--- src/hdl/rtcp_map.svh ---
// Constants for the real-time counter with periodic timer.
`ifndef RTCP_MAP_SVH
`define RTCP_MAP_SVH
`define RTCP_CNT_W 16
`define RTCP_PRE_W 15
`define RTCP_CNT_RST 16'h0000
`define RTCP_PRE_RST 15'h0000
`define RTCP_SRC_OSC 2'h0
`define RTCP_SRC_DIV32 2'h1
`define RTCP_SRC_EXT 2'h3
`define RTCP_DIV32_LAST 5'h0f
`define RTCP_PER_OFF 4'h0
`define RTCP_PER_MIN 4'h1
`define RTCP_PER_MAX 4'he
`define RTCP_EV_LOW_BIT 5
`define RTCP_EV_CNT 8
`define RTCP_PRESC_MAX 4'hf
`endif

--- src/hdl/rtcp_pkg.sv ---
// Types shared by the real-time counter block.
package rtcp_pkg;
  typedef enum logic [1:0] {
    RTCP_SRC_OSC_E,
    RTCP_SRC_DIV32_E,
    RTCP_SRC_RSVD_E,
    RTCP_SRC_EXT_E
  } rtcp_src_e;
endpackage

--- src/hdl/rtcp_core.sv ---
// Real-time counter and periodic timer sharing one prescaler.
//
// What this block does
// - Counter advances per prescaled tick and compares against period and compare values.
// - Compare flag and event raised on first tick after counter equals compare.
// - Overflow flag and event raised on first tick after counter equals period.
// - Overflow wraps the counter back to zero.
// - Clock source is external clock, 32 kHz oscillator, or oscillator divided by 32.
// - A 15-bit prescaler counter divides the selected clock.
// - Periodic timer enables independently of the main counter.
// - Periodic interrupt every n cycles, n a power of two from 4 to 32768.
// - Counter enable bit at one runs the counter, at zero stops it.
// - Periodic enable bit at one runs the timer, at zero stops it.
// - Both share the prescaler; prescaler select and period field act independently.
// - Prescaler cleared and stopped when neither counter nor timer runs, counting when either runs.
// - Periodic alone starts prescaler from zero; output rises after half period.
// - With counter running, first periodic output comes within one interval.
// - Periodic output then toggles every half interval.
// - Sixteen-cycle interval makes output equal prescaler bit three.
// - Overflow event is a one slow-cycle strobe when the counter wraps.
// - Compare event is a one slow-cycle strobe on match.
// - Eight periodic event square waves, period 8192 halving down to 64.
// - Counter and timer halt while the debugger halts the CPU, each unless its own run-while-halted bit is set.
// - Interrupt request stays active while flag and enable are both set.
// - Separate busy indications for compare, period, count, control, periodic control.
// - Counter runs in idle, in standby only with run-in-standby; timer always.
`timescale 1ns/100ps
`include "rtcp_map.svh"

module rtcp_core #(
  parameter int CNT_W = `RTCP_CNT_W,
  parameter int PRE_W = `RTCP_PRE_W
) (
  // Clock and reset.
  input wire logic clk,
  input wire logic rst_n,
  // Slow clock sources, sampled as synchronous levels.
  input wire logic extClk,
  input wire logic oscClk,
  // Counter configuration.
  input wire logic counterEnable,
  input wire logic [3:0] prescalerSelect,
  input wire logic [1:0] clockSourceSelect,
  input wire logic [CNT_W-1:0] periodValue,
  input wire logic [CNT_W-1:0] compareValue,
  input wire logic countWrite,
  input wire logic [CNT_W-1:0] countWriteData,
  input wire logic runInStandby,
  input wire logic runWhileHalted,
  // Periodic timer configuration.
  input wire logic periodicEnable,
  input wire logic [3:0] periodicPeriod,
  input wire logic periodicRunWhileHalted,
  // System state.
  input wire logic cpuHalted,
  input wire logic sleepStandby,
  // Interrupt control.
  input wire logic compareIrqEnable,
  input wire logic overflowIrqEnable,
  input wire logic periodicIrqEnable,
  input wire logic compareFlagClear,
  input wire logic overflowFlagClear,
  input wire logic periodicFlagClear,
  // Status and results.
  output logic [CNT_W-1:0] countValue,
  output logic compareFlag,
  output logic overflowFlag,
  output logic periodicFlag,
  output logic counterIrq,
  output logic periodicIrq,
  output logic compareEvent,
  output logic overflowEvent,
  output logic [`RTCP_EV_CNT-1:0] periodicEvents,
  output logic periodicOut,
  output logic compareSyncPending,
  output logic periodSyncPending,
  output logic countSyncPending,
  output logic controlSyncPending,
  output logic periodicSyncPending
);

  ////////////////////////////////////////////////////////////////////////////////
  // Slow clock selection and edge detection.

  logic srcLvl;
  logic srcPrev_r;
  logic oscPrev_r;
  logic div32Lvl_r;
  logic [4:0] div32Cnt_r;
  logic slowTick;
  logic oscRise;

  assign oscRise = oscClk & ~oscPrev_r;

  always_ff @(posedge clk or negedge rst_n) begin
    if (!rst_n) begin
      oscPrev_r <= 1'b0;
      div32Cnt_r <= 5'h00;
      div32Lvl_r <= 1'b0;
    end else begin
      oscPrev_r <= oscClk;
      // Toggling every sixteen rises gives one full level period per 32 oscillator periods.
      if (oscRise) begin
        if (div32Cnt_r == `RTCP_DIV32_LAST) begin
          div32Cnt_r <= 5'h00;
          div32Lvl_r <= ~div32Lvl_r;
        end else begin
          div32Cnt_r <= div32Cnt_r + 5'h01;
        end
      end
    end
  end

  always_comb begin
    unique case (rtcp_pkg::rtcp_src_e'(clockSourceSelect))
      rtcp_pkg::RTCP_SRC_OSC_E: srcLvl = oscClk;
      rtcp_pkg::RTCP_SRC_DIV32_E: srcLvl = div32Lvl_r;
      rtcp_pkg::RTCP_SRC_EXT_E: srcLvl = extClk;
      default: srcLvl = 1'b0;
    endcase
  end

  always_ff @(posedge clk or negedge rst_n) begin
    if (!rst_n) begin
      srcPrev_r <= 1'b0;
    end else begin
      srcPrev_r <= srcLvl;
    end
  end

  assign slowTick = srcLvl & ~srcPrev_r;

  ////////////////////////////////////////////////////////////////////////////////
  // Run qualifiers: debug halt and sleep.

  logic cntRun;
  logic pitRun;
  logic preRun;

  // Standby only stops the counter; the periodic timer keeps running in any sleep.
  assign cntRun = counterEnable & (~cpuHalted | runWhileHalted)
      & (~sleepStandby | runInStandby);
  assign pitRun = periodicEnable & (~cpuHalted | periodicRunWhileHalted);
  assign preRun = cntRun | pitRun;

  ////////////////////////////////////////////////////////////////////////////////
  // Shared 15-bit prescaler.

  logic [PRE_W-1:0] pre_r;
  logic [PRE_W-1:0] preNxt;
  logic cntTick;

  assign preNxt = pre_r + PRE_W'(1);

  always_ff @(posedge clk or negedge rst_n) begin
    if (!rst_n) begin
      pre_r <= `RTCP_PRE_RST;
    end else if (!preRun) begin
      pre_r <= `RTCP_PRE_RST;
    end else if (slowTick) begin
      pre_r <= preNxt;
    end
  end

  // Divide by 2^prescalerSelect: tick when the low bits of the prescaler roll over.
  always_comb begin
    cntTick = 1'b0;
    if (slowTick && cntRun) begin
      if (prescalerSelect == 4'h0) begin
        cntTick = 1'b1;
      end else if (prescalerSelect < `RTCP_PRESC_MAX) begin
        cntTick = (preNxt & ((PRE_W'(1) << prescalerSelect) - PRE_W'(1))) == '0;
      end else begin
        cntTick = (preNxt == '0);
      end
    end
  end

  ////////////////////////////////////////////////////////////////////////////////
  // Main counter, compare and overflow.

  logic [CNT_W-1:0] cnt_r;
  logic matchHit;
  logic wrapHit;

  assign matchHit = cntTick && (cnt_r == compareValue);
  assign wrapHit = cntTick && (cnt_r == periodValue);

  always_ff @(posedge clk or negedge rst_n) begin
    if (!rst_n) begin
      cnt_r <= `RTCP_CNT_RST;
    end else if (countWrite) begin
      cnt_r <= countWriteData;
    end else if (wrapHit) begin
      cnt_r <= `RTCP_CNT_RST;
    end else if (cntTick) begin
      cnt_r <= cnt_r + CNT_W'(1);
    end
  end

  assign countValue = cnt_r;

  // Strobes last one slow-clock cycle: held from the tick to the next slow edge.
  always_ff @(posedge clk or negedge rst_n) begin
    if (!rst_n) begin
      compareEvent <= 1'b0;
      overflowEvent <= 1'b0;
    end else if (slowTick) begin
      compareEvent <= matchHit;
      overflowEvent <= wrapHit;
    end else if (!cntRun) begin
      compareEvent <= 1'b0;
      overflowEvent <= 1'b0;
    end
  end

  ////////////////////////////////////////////////////////////////////////////////
  // Periodic timer output and events.

  logic pitLvl;
  logic pitPrev_r;
  logic pitRise;

  // Interval 2^(periodicPeriod+1): output follows prescaler bit periodicPeriod.
  always_comb begin
    pitLvl = 1'b0;
    if (pitRun && periodicPeriod >= `RTCP_PER_MIN && periodicPeriod <= `RTCP_PER_MAX) begin
      pitLvl = pre_r[periodicPeriod];
    end
  end

  always_ff @(posedge clk or negedge rst_n) begin
    if (!rst_n) begin
      pitPrev_r <= 1'b0;
      periodicOut <= 1'b0;
    end else begin
      pitPrev_r <= pitLvl;
      periodicOut <= pitLvl;
    end
  end

  assign pitRise = pitLvl & ~pitPrev_r;

  genvar gi;
  generate
    for (gi = 0; gi < `RTCP_EV_CNT; gi++) begin : g_ev
      always_ff @(posedge clk or negedge rst_n) begin
        if (!rst_n) begin
          periodicEvents[gi] <= 1'b0;
        end else begin
          periodicEvents[gi] <= pitRun & pre_r[`RTCP_EV_LOW_BIT + `RTCP_EV_CNT - 1 - gi];
        end
      end
    end
  endgenerate

  ////////////////////////////////////////////////////////////////////////////////
  // Sticky flags and interrupt requests; a set beats a same-cycle clear.

  always_ff @(posedge clk or negedge rst_n) begin
    if (!rst_n) begin
      compareFlag <= 1'b0;
      overflowFlag <= 1'b0;
      periodicFlag <= 1'b0;
    end else begin
      compareFlag <= matchHit | (compareFlag & ~compareFlagClear);
      overflowFlag <= wrapHit | (overflowFlag & ~overflowFlagClear);
      periodicFlag <= pitRise | (periodicFlag & ~periodicFlagClear);
    end
  end

  assign counterIrq = (compareFlag & compareIrqEnable) | (overflowFlag & overflowIrqEnable);
  assign periodicIrq = periodicFlag & periodicIrqEnable;

  ////////////////////////////////////////////////////////////////////////////////
  // Busy indications: a configuration change is pending until the next slow edge.

  logic [CNT_W-1:0] compareSeen_r;
  logic [CNT_W-1:0] periodSeen_r;
  logic [7:0] ctrlSeen_r;
  logic [4:0] pitSeen_r;
  logic cntPend_r;

  always_ff @(posedge clk or negedge rst_n) begin
    if (!rst_n) begin
      compareSeen_r <= `RTCP_CNT_RST;
      periodSeen_r <= `RTCP_CNT_RST;
      ctrlSeen_r <= 8'h00;
      pitSeen_r <= 5'h00;
      cntPend_r <= 1'b0;
    end else begin
      if (slowTick) begin
        compareSeen_r <= compareValue;
        periodSeen_r <= periodValue;
        ctrlSeen_r <= {runInStandby, clockSourceSelect, prescalerSelect, counterEnable};
        pitSeen_r <= {periodicPeriod, periodicEnable};
      end
      cntPend_r <= countWrite | (cntPend_r & ~slowTick);
    end
  end

  // Pending clears only at a slow tick, so a stopped slow source leaves it set.
  assign compareSyncPending = (compareSeen_r != compareValue);
  assign periodSyncPending = (periodSeen_r != periodValue);
  assign countSyncPending = cntPend_r;
  assign controlSyncPending = ctrlSeen_r !=
      {runInStandby, clockSourceSelect, prescalerSelect, counterEnable};
  assign periodicSyncPending = (pitSeen_r != {periodicPeriod, periodicEnable});

endmodule // rtcp_core

--- config.mk ---
export PLATFORM = sky130hd
export DESIGN_NAME = rtcp_core
export DESIGN_NICKNAME = d
export VERILOG_FILES = /design/src/hdl/rtcp_pkg.sv /design/src/hdl/rtcp_core.sv
export VERILOG_INCLUDE_DIRS = /design/src /design/src/hdl
export SDC_FILE = /design/constraint.sdc
export NUM_CORES = 1
export LEC_CHECK = 0
export BUFFER_PORTS_ARGS = -buffer_cell sky130_fd_sc_hd__buf_2
export CORE_MARGIN = 2
export CORE_UTILIZATION = 61
export CTS_CLUSTER_DIAMETER = 120
export DETAILED_ROUTE_END_ITERATION = 8
export GPL_TIMING_DRIVEN = 0
export MAX_ROUTING_LAYER = met4
export PLACE_DENSITY = 0.86
export SYNTH_ARGS = -nofsm -noshare
export SYNTH_HDL_FRONTEND = slang
export SYNTH_SLANG_ARGS = --single-unit
--- constraint.sdc ---
create_clock -name clk -period 4.9 [get_ports clk]
set_input_delay 0.49 -clock clk [delete_from_list [all_inputs] [get_ports clk]]
set_output_delay 0.49 -clock clk [all_outputs]
set_load 0.005 [all_outputs]
After elaboration in Yosys (flattened, before gate mapping)
Index checks and enable logic that the tools add are counted.
Word-level totals
  bits in registers: 99
  latch bits: 0
  RAM bits: 0
  ROM bits: 0
  input bits: 76
  output and inout bits: 37
  logic and storage cells: 113
  memories: 0
Cells by class
  $add $sub $neg: 4
  $mul: 0
  divide/modulo/power cells: 0
  magnitude comparators: 4
  equal/unequal tests: 11
  shift operators: 1
  multiplexer cells: 16
  bitwise gates (word level): 41
  reductions and logical operators: 11
Operators with widths (count)
  2-to-1 mux 16 bit: 3
  == test 16 bit: 2
  inequality test 16 bit: 2
  zero test 15 bit: 2
  2-to-1 mux 15 bit: 2
  AND 1 bit: 21
  adder 16 x 1 -> 16 bit (second input constant): 1
  adder 15 x 1 -> 15 bit (second input constant): 1
  AND 15 bit: 1
  left shift 1 x 4 -> 15 bit (first input constant): 1
  subtractor 15 x 1 -> 15 bit (second input constant): 1
  NOT 1 bit: 10
  bitwise OR 1 bit: 9
  2-to-1 mux 1 bit: 8
  inequality test 8 bit: 1
  adder 5 x 1 -> 5 bit (second input constant): 1
  == test 5 x 4 -> 1 bit (second input constant): 1
  logical AND 1 bit: 5
  < comparator 4 x 5 -> 1 bit (second input constant): 1
  2-to-1 mux 5 bit: 1
  inequality test 5 bit: 1
  binary-select mux 1 bit (select 4 bit): 1
  greater-or-equal comparator 4 x 1 -> 1 bit (second input constant): 1
  less-or-equal comparator 4 bit (second input constant): 1
  other kinds (9): 10

Logic depth before layout (Yosys ltp)
Gate-level depths: netlist (run 1).
  depth after elaboration: 10
  mapped depth: 15
  gate-level depth less buffers: 11

Worst setup path before layout (run 1)
No wires, ideal clock.
  path kind: input port to flip-flop
  from: input prescalerSelect[1]
  to: register cnt_r[15] (netlist: countValue[15])
  arrival time: 3303 ps
  required time: 4774 ps
  path slack: 1472 ps
  cell stages on the path: 13
  path through: clkbuf_1 > buf_2 > nor3_1 > nand2_1 > ha_1 > clkbuf_1 > xnor2_1 > o221ai_1 > a311oi_1 > or4b_4 > o21a_4 > a32o_1 > a221o_1
Between the ends
  word-level cells in the longest chain between the ends: 10
  elaborated cells between the ends (all ways): 13
RTL lines
  start, declared: line rtcp_core.sv:42  | input wire logic [3:0] prescalerSelect,
  left shift 1 x 4 -> 15 bit: line rtcp_core.sv:172  | cntTick = (preNxt & ((PRE_W'(1) << prescalerSelect) - PRE_W'(1))) == '0;
  subtractor 15 x 1 -> 15 bit: line rtcp_core.sv:172
  AND 15 bit: line rtcp_core.sv:172
  zero test 15 bit: line rtcp_core.sv:172
  2-to-1 mux 1 bit: line rtcp_core.sv:171  | end else if (prescalerSelect < `RTCP_PRESC_MAX) begin
  2-to-1 mux 1 bit (*): line rtcp_core.sv:169  | if (prescalerSelect == 4'h0) begin
  2-to-1 mux 1 bit (*): line rtcp_core.sv:168  | if (slowTick && cntRun) begin
  logical AND 1 bit: line rtcp_core.sv:187  | assign wrapHit = cntTick && (cnt_r == periodValue);
  2-to-1 mux 16 bit: line rtcp_core.sv:194  | end else if (wrapHit) begin
  2-to-1 mux 16 bit: line rtcp_core.sv:192  | end else if (countWrite) begin
  end signal, assigned: line rtcp_core.sv:191  | cnt_r <= `RTCP_CNT_RST;
  end signal, assigned: line rtcp_core.sv:193  | cnt_r <= countWriteData;
  end signal, assigned: line rtcp_core.sv:195  | cnt_r <= `RTCP_CNT_RST;
  end, declared: line rtcp_core.sv:182  | logic [CNT_W-1:0] cnt_r;
Mark *: on every way between the ends. The rest lies on a longest branch, timed or not.
A chain may end at the register's enable or synchronous reset.

Worst setup path in the final report (run 1)
  from: input prescalerSelect[1]
  to: register cnt_r[10] (netlist: countValue[10])
Same word-level chain as after synthesis.

==> results.yml, run 1 <==
status:
  run_status: "finished clean"
yosys:
  synth_top_cell_by_area: "dfrtp_1"
  synth_cell_types: 70
  ys_ff_latch: 99
  netlist_top_cells_count: "nand2_1, dfrtp_1, xor2_1"
  syn_area_mm2: 0.00620
  synth_top_cell_area_share_pct: 40.0
  synth.most_common_cell: "nand2_1"
  synthFlopType: "dfrtp_1"
  synth_edf_count: 0
  yosys-top-cells-area: "dfrtp_1, xor2_1, nand2_1"
  syn-num-nets: 808
  async_flop_share_pct: 100
  yosysWarnings: 0
  avgSynthCellArea_um2: 8.52
  yosysSeqAreaShare_pct: 40.0
  synthCells: 727
power_and_ir_drop:
  vdd_ir_drop_max_v: 0.000294
  power.leakage_nw: 3.28
  power_density_mw_per_mm2: 343
  total_power_mw: 2.44
grt:
  grt_overflow: 0
  grt_max_degree: 68
  track_usage_pct: 33.1
  antenna_found_initial: 0
  grt_pass1_wl_mm: 28.4
  grt_pass1_vias: 5820
worst_setup_path:
  endpoint_kind: "flip-flop"
  crit_required_ns: 5.19
  worstPathArrival_ns: 3.91
  slowest_delay_ns: 0.53
  cp-start-kind: "primary input"
  cpMaxStageDelayCell: "or4b_4"
  setup.worst_path.class: "in2reg"
  cp_max_fo: 10
  path_cells: "clkbuf_1, buf_2, nor3_1, nand2_1, ha_1, clkbuf_1, xnor2_1, o221ai_1, a311oi_1, or4b_4, o21ai_2, buf_2, o211ai_1, a211oi_1"
layout:
  utilization_pct: 72.5
  syn_to_final_growth_pct: 14.8
  multi_input_area_mm2: 0.00346
  regArea_mm2: 0.00248
  nets: 926
  fillCellCount: 817
  drive_above_1_share_pct: 17.5
  fin_area_mm2: 0.00712
  diodes: 0
clocking:
  cts.sinks: 99
  root_buffer: "clkbuf_8"
  numCtsBuffers: 9
  cts_buffer_depth: 2
  hold_buffers: 0
  ctsResizeCount: 0
  clkLatencyLatePin_ns: 0.39
  htreeDepth: 3
  cts_tree: "done"
  clk_pin_slew_ns: 0.10
  post_cts_buffers: 0
detailed_routing:
  drt_pass1_iterations: 7
  vias_per_cell: 5.87
  postRouteAntennaNets: 0
  drc: 0
  drtIter0Drc: 507
  wire_per_inst_um: 17.3
  wirelength_mm: 17.0
  vias: 5766
die:
  start_util_pct: 63.1
  die_h_um: 105
  io_pins: 113
  coreArea_mm2: 0.00982
  fp.dieW_um: 105
  dieArea_mm2: 0.0110
  core.rowCount: 36
timing:
  maxSlewHeadroom_pct: 38.0
  max_freq_mhz: 277
  slew_violations: 0
  finClkSkew_ns: 0.0133
  tns_ns: 0
  hold_viol: 0
  rsz0062_at_grt: "false"
  setup_viol: 0
  period_share_pct: 73.7
  min_period_ns: 3.61
  tightest_slew_ns: 0.922
place:
  gp_congestion: 0.964
  port_buffers: 106
  dp_hpwl_mm: 12.6
  placed_cell_area_mm2: 0.00692
job:
  cap_violations: 0
hold_path:
  hold_class: "in2async"
[cells by family after synthesis]
group	synth area share (%)
AOI/OAI and AO/OA	11.4
xor gates and xnor gates	14.8
adders and majority gates	1.01
buffers and inverters	4.16
DFF	40.0
muxes	1.88
and+or+nand+nor	26.7
[routing by layer]
layer | share of wire, % | track usage, % | vias up
li1 | - | - | 2720
met1 | 41 | 41.8 | 2721
met2 | 50 | 54.4 | 268
met3 | 5.9 | 3.99 | 57
met4 | 3.3 | 13.7 | 0
met5 | 0 | - | -
[final timing paths]
check	from	end	slack, ns	cells after the start
hold reg to reg	pitPrev_r	periodicFlag	0.49	1
min in group clk	oscClk	oscPrev_r	0.23	1
max in group asynchronous	rst_n	countValue[8]	4.19	2
hold / removal	rst_n	pre_r[9]	0.03	1
setup / recovery	prescalerSelect[1]	countValue[10]	1.29	14
setup reg to reg	pre_r[0]	countValue[10]	1.52	10
[critical path: cells and delay by family]
kind            cells  cell delay (ns)
compound gates      5             1.07
fa+ha+maj           1             0.22
simple gates        3             0.72
xor+xnor            1             0.17
buf+inv             4             1.24
[per-stage QoR]
step	hold WS (ns)	instances	worst slack, ns
after CTS	0.0558	983	1.37
final	0.0339	983	1.29
after global placement	0.457	966	1.06
after detailed placement	0.468	967	1.01
after global routing	0.0724	983	1.11
after floorplan	0.194	727	1.47
[cells in the final DEF, fill, tap and decap left out, types with 5 or more instances in the layout]
cell | Yosys | layout
mux2i_1 | 6 | 6
buf_1 | 6 | 6
o21ai_0 | 17 | 17
and2_1 | 13 | 13
buf_2 | 8 | 113
a32oi_1 | 5 | 5
ha_1 | 5 | 5
o211ai_1 | 7 | 7
nor4_1 | 21 | 21
inv_1 | 14 | 14
or3_1 | 6 | 6
clkbuf_8 | 0 | 10
nand3_1 | 31 | 31
a21oi_1 | 16 | 16
nand4_1 | 14 | 14
clkbuf_1 | 33 | 33
nor2b_1 | 12 | 12
dfrtp_1 | 99 | 99
xor2_1 | 73 | 73
nor2_1 | 46 | 46
nor3_1 | 10 | 10
xnor2_1 | 32 | 32
nand2_1 | 170 | 170
[report_power, final]
group | internal [mW] | total (mW) | switching [mW]
clock network | 0.208 | 0.531 | 0.322
registers | 1.02 | 1.20 | 0.183
logic | 0.301 | 0.703 | 0.403
[layout make-up]
| class | instances | area share, % |
|---|---|---|
| Buffer | 49 | 2.88 |
| Tap cell | 133 | 2.34 |
| Multi-Input combinational cell | 565 | 48.6 |
| Sequential cell | 99 | 34.8 |
| Clock inverter | 6 | 0.774 |
| Inverter | 14 | 0.738 |
| Clock buffer | 10 | 1.93 |
| Timing Repair Buffer | 107 | 7.88 |
[registers in the layout, indices dropped and copies added, names as in the netlist]
| name | cells |
|---|---|
| countValue | 16 |
| overflowEvent | 1 |
| overflowFlag | 1 |
| ctrlSeen_r | 8 |
| countSyncPending | 1 |
| div32Cnt_r | 5 |
| pitSeen_r | 5 |
| oscPrev_r | 1 |
| compareSeen_r | 16 |
| pitPrev_r | 1 |
| div32Lvl_r | 1 |
| periodSeen_r | 16 |
| compareEvent | 1 |
| periodicFlag | 1 |
| srcPrev_r | 1 |
| periodicEvents | 8 |
| compareFlag | 1 |
| pre_r | 15 |
Note: power is estimated with default switching activity, not from simulation.
==> run 2, diff against run 1 <==
ABC_AREA = 1   (was default)
CORE_UTILIZATION = 57   (was 61)
PLACE_DENSITY = 0.81   (was 0.86)
clock period = 3.4 ns   (was 4.9 ns; I/O delays follow)
==> run 2 against run 1 <==
Sequential power rose by 35%. Power rose by 36%. Clock-buffer cell count did not move. Register-to-register slack got worse by 0.72 ns. Largest cell class unchanged. Clock power rose by 44%. Via count rose by 1.2%. Global-route usage fell by 4.0 points. Core utilization fell by 5.7 points. Setup slack got worse by 0.48 ns. Combinational power rose by 33%.
==> results.yml, run 2 <==
clocking:
  htreeDepth: 3
  cts.sinks: 99
  clkLatencyLatePin_ns: 0.38
  numCtsBuffers: 9
  ctsResizeCount: 0
  cts_buffer_depth: 2
  root_buffer: "clkbuf_8"
  cts_tree: "done"
  clk_pin_slew_ns: 0.11
place:
  dp.cells: 1056
  port_buffers: 108
  dp_hpwl_mm: 12.4
  gp_congestion: 0.965
layout:
  nets: 1009
  utilization_pct: 66.8
  syn_to_final_growth_pct: 15.2
  drive_above_1_share_pct: 20.4
  stdcell_count: 1073
  final_cell_mix: "nand2_1, buf_2, dfrtp_1, inv_1, nand3_1"
  fillCellCount: 942
  diodes: 0
  mostFrequentLayoutCell: "nand2_1"
yosys:
  async_flop_share_pct: 100
  synth_top_cell_area_share_pct: 39.6
  syn-num-nets: 888
  synth_top_cell_by_area: "dfrtp_1"
  yosysWarnings: 0
  ys_ff_latch: 99
  netlist_top_cells_count: "nand2_1, dfrtp_1, inv_1"
  synthCells: 807
  syn_area_mm2: 0.00626
  avgSynthCellArea_um2: 7.75
  synthFlopType: "dfrtp_1"
  synth_edf_count: 0
  synth_cell_types: 43
  yosysSeqAreaShare_pct: 39.6
  yosys-top-cells-area: "dfrtp_1, nand2_1, xnor2_1"
  synth.most_common_cell: "nand2_1"
power_and_ir_drop:
  power_density_mw_per_mm2: 460
  vdd_ir_drop_max_v: 0.000319
  power.leakage_nw: 3.60
timing:
  rsz0062_at_grt: "false"
  maxSlewHeadroom_pct: 39.6
  finClkSkew_ns: 0.0158
  tightest_slew_ns: 0.899
  hold_viol: 0
  period_share_pct: 76.4
  setup_viol: 0
  whs_ns: 0.0718
  tns_ns: 0
  slew_violations: 0
  max_freq_mhz: 385
  min_period_ns: 2.60
die:
  start_util_pct: 58.0
  coreArea_mm2: 0.0108
  die_h_um: 109
  dieArea_mm2: 0.0118
  io_pins: 113
  core.rowCount: 38
  fp.dieW_um: 109
worst_setup_path:
  cp_max_fo: 10
  crit_required_ns: 3.67
  setup.worst_path.class: "reg2reg"
  endpoint_kind: "flip-flop"
  worstPathArrival_ns: 2.86
  cp-start-kind: "flip-flop"
detailed_routing:
  vias: 5833
  wire_per_inst_um: 15.0
  drtIter0Drc: 373
  drc: 0
  drt_pass1_iterations: 5
  postRouteAntennaNets: 0
  vias_per_cell: 5.44
  wirelength_mm: 16.1
grt:
  grt_pass1_wl_mm: 26.1
  grt_pass1_vias: 5365
  grt_max_degree: 59
  track_usage_pct: 29.1
  grt_overflow: 0
  antenna_found_initial: 0
job:
  cap_violations: 0
status:
  run_status: "finished clean"
hold_path:
  hold_class: "in2reg"
## run 2: cell types whose count changed after synthesis, moves of 8 or more
cell	before	now
and2_1	13	1
clkbuf_1	33	18
inv_1	14	81
nand2_1	170	206
nand3_1	31	52
nand3_2	1	22
nand4_1	14	38
nor2b_1	12	0
nor4_1	21	13
o21ai_0	17	48
o22ai_1	4	12
xnor2_1	32	42
xor2_1	73	41
## run 2: worst max-delay path: stages, from the launching register on
cell and delay [ns]:
dfrtp_1 0.52, ha_1 0.40, inv_2 0.09, nor2_4 0.17, nand2_1 0.06, nand2_1 0.13, inv_2 0.04, nand2_1 0.05
nand2_1 0.05, nor2_1 0.12, nand3_1 0.10, nor2_2 0.10, nand2_2 0.07, nand2_4 0.16, nand2_4 0.10, buf_6 0.19
nand3_2 0.07, nand3_2 0.06
## run 2: per-stage QoR
| stage | setup WS, ns | instance area, um2 | power [mW] |
|---|---|---|---|
| floorplan | 1.21 | 6260 | 2.24 |
| global placement | 0.882 | 6970 | 2.52 |
| detailed placement | 0.891 | 7000 | 2.56 |
| CTS | 0.852 | 7210 | 3.32 |
| global route | 0.624 | 7210 | 3.52 |
| finish | 0.804 | 7210 | 3.31 |
## run 2: path summary, 6_finish.rpt
path	from	end	slack [ns]	cells after the start
max	pre_r[1]	countValue[11]	0.80	17
min	oscClk	oscPrev_r	0.07	1
max reg2reg	pre_r[1]	countValue[11]	0.80	17
min reg2reg	pitPrev_r	periodicFlag	0.46	1
max in group asynchronous	rst_n	compareSeen_r[0]	2.24	3
min in group asynchronous	rst_n	periodicEvents[4]	0.48	2
## run 2: final cells by class
type                       instances  area [um2]  share of cell area (%)
clock inverter                     6        57.6                   0.799
inverter                          88         333                    4.62
clock buffer                      10         138                    1.91
sequential                        99        2480                    34.4
multi-input combinational        586        3280                    45.5
buffer                            34         165                    2.29
timing repair buffer             110         581                    8.06
tap                              140         175                    2.43
## run 2: per-layer routing
layer	global-route usage (%)	vias up	wire (um)
li1	-	2888	-
met1	38.4	2705	7150
met2	46.5	207	7710
met3	3.65	33	929
met4	10.4	0	347
met5	-	-	0
## run 2: timing repair
item,in CTS,in global routing
setup buffers,0,0
hold endpoints to repair,41,0
setup endpoints to repair,0,0
hold buffers,1,0
## run 2: power breakdown
group	internal [mW]	switching [mW]	total [mW]
sequential	1.42	0.195	1.62
combinational	0.388	0.545	0.933
clock	0.302	0.462	0.764
## run 2: logic make-up after synthesis
| group | share of synthesized area [%] |
|---|---|
| and+or+nand+nor | 31.5 |
| buffers and inverters | 7.96 |
| DFF | 39.6 |
| AOI/OAI and AO/OA | 8.30 |
| xor gates and xnor gates | 11.6 |
| adders and majority gates | 1.00 |
==> run 3, diff against run 2 <==
clock period = 2.65 ns   (was 3.4 ns; I/O delays follow)
==> run 3 against run 2 <==
Final area rose by 0.19%. Register-to-register slack got worse by 0.62 ns. Sequential share of layout area barely moved. Final cell count about the same. Clock skew shrank 0.0014 ns. Hold slack worse by 0.015 ns. Via count is 0.58% higher. Global-route usage up 0.053 points. Non-clock buffer count up 1. Core utilization rose by 0.13 points.
==> results.yml, run 3 (synthesized netlist as in run 2, its figures left out) <==
clocking:
  clk_pin_slew_ns: 0.10
  cts_buffer_depth: 2
  cts_tree: "done"
  clkLatencyLatePin_ns: 0.38
  htreeDepth: 3
  numCtsBuffers: 9
  cts.sinks: 99
  root_buffer: "clkbuf_8"
timing:
  whs_ns: 0.0563
  finClkSkew_ns: 0.0144
  min_period_ns: 2.47
  period_share_pct: 93.1
  slew_violations: 0
  tns_ns: 0
  setup_viol: 0
  rsz0062_at_grt: "false"
  maxSlewHeadroom_pct: 39.6
  max_freq_mhz: 405
  tightest_slew_ns: 0.900
  hold_viol: 0
grt:
  grt_pass1_wl_mm: 26.1
  grt_overflow: 0
  grt_pass1_vias: 5375
  antenna_found_initial: 0
  grt_max_degree: 59
  track_usage_pct: 29.2
worst_setup_path:
  setup.worst_path.class: "reg2reg"
  worstPathArrival_ns: 2.73
  crit_required_ns: 2.91
  endpoint_kind: "flip-flop"
  cp_max_fo: 10
  cp-start-kind: "flip-flop"
  rrSetupSlack_ns: 0.18
place:
  port_buffers: 108
  gp_congestion: 0.965
  placed_cell_area_mm2: 0.00700
  dp_hpwl_mm: 12.4
  dp.cells: 1056
detailed_routing:
  wire_per_inst_um: 15.2
  vias_per_cell: 5.46
  wirelength_mm: 16.3
  drtIter0Drc: 399
  drt_pass1_iterations: 5
  postRouteAntennaNets: 0
  vias: 5867
  drc: 0
layout:
  stdcell_count: 1074
  drive_above_1_share_pct: 20.6
  diodes: 0
  mostFrequentLayoutCell: "nand2_1"
  fin_area_mm2: 0.00722
  final_cell_mix: "nand2_1, buf_2, dfrtp_1, inv_1, nand3_1"
  nets: 1010
  syn_to_final_growth_pct: 15.4
die:
  core.rowCount: 38
  die_h_um: 109
  coreArea_mm2: 0.0108
  dieArea_mm2: 0.0118
  io_pins: 113
  fp.dieW_um: 109
  start_util_pct: 58.0
power_and_ir_drop:
  power.leakage_nw: 3.60
  vdd_ir_drop_max_v: 0.000408
  total_power_mw: 4.25
  power_density_mw_per_mm2: 589
hold_path:
  hold_class: "in2reg"
status:
  run_status: "finished clean"
job:
  cap_violations: 0
==> run 3: cell count changes in the layout (fill, tap and decap cells not counted), sizes merged <==
cell         delta
dlygate4sd3     +1
==> run 3: repair_timing <==
action | CTS | global route
endpoints found under the setup margin | 0 | 11
buffers inserted | 0 | 0
endpoints found under the hold margin | 42 | 0
gates resized for setup | 0 | 2
hold buffers | 2 | 0
==> run 3: path summary, 6_finish.rpt <==
path,startpoint,endpoint,cells after the start
max in group asynchronous,rst_n,compareSeen_r[0],3
worst min-delay path,periodicFlagClear,periodicFlag,2
worst max register to register,pre_r[0],countValue[11],15
worst max-delay path,pre_r[0],countValue[11],15
min in group asynchronous,rst_n,periodicEvents[4],2
worst min register to register,pitPrev_r,periodicFlag,1
==> run 3: layer usage <==
layer	part of all wire (%)	wire, um	global-route usage (%)	up-vias
li1	-	-	-	2890
met1	45	7260	38.4	2735
met2	47	7720	46.7	207
met3	5.8	938	3.65	35
met4	2.3	374	10.4	0
met5	0	0	-	-
==> run 3: critical path: stages (launching register included) <==
cell and delay [ns]:
dfrtp_1 0.50, ha_2 0.33, inv_2 0.07, nor2_4 0.16, nand2_1 0.06, nand2_1 0.13, nand3_1 0.09, nor2_1 0.13
nand3_1 0.10, nor2_2 0.14, a21oi_4 0.07, nand2_4 0.15, nand2_4 0.10, buf_6 0.18, nand3_2 0.07, nand3_2 0.06
==> run 3: cell type report <==
| cell class | count | area (um2) |
|---|---|---|
| multi-input combinational | 586 | 3280 |
| sequential | 99 | 2480 |
| tap | 140 | 175 |
| fill | 940 | 3570 |
| timing repair buffer | 111 | 591 |
| clock inverter | 6 | 57.6 |
| buffer | 34 | 165 |
| clock buffer | 10 | 138 |
| inverter | 88 | 333 |
==> run 3: report_power, final <==
group	leakage (nW)	internal (mW)	switching (mW)	total (mW)
sequential	1.26	1.82	0.251	2.07
clock	0.100	0.388	0.590	0.978
combinational	2.24	0.499	0.702	1.20
total	3.60	2.71	1.54	4.25
==> run 3: through the flow <==
step | utilization, % | setup WS [ns]
2_1_floorplan | - | 0.531
5_1_grt | 66.9 | 0.00482
3_3_place_gp | 64.6 | 0.169
4_1_cts | 66.9 | 0.102
3_5_place_dp | 64.9 | 0.152
6_report | 66.9 | 0.183
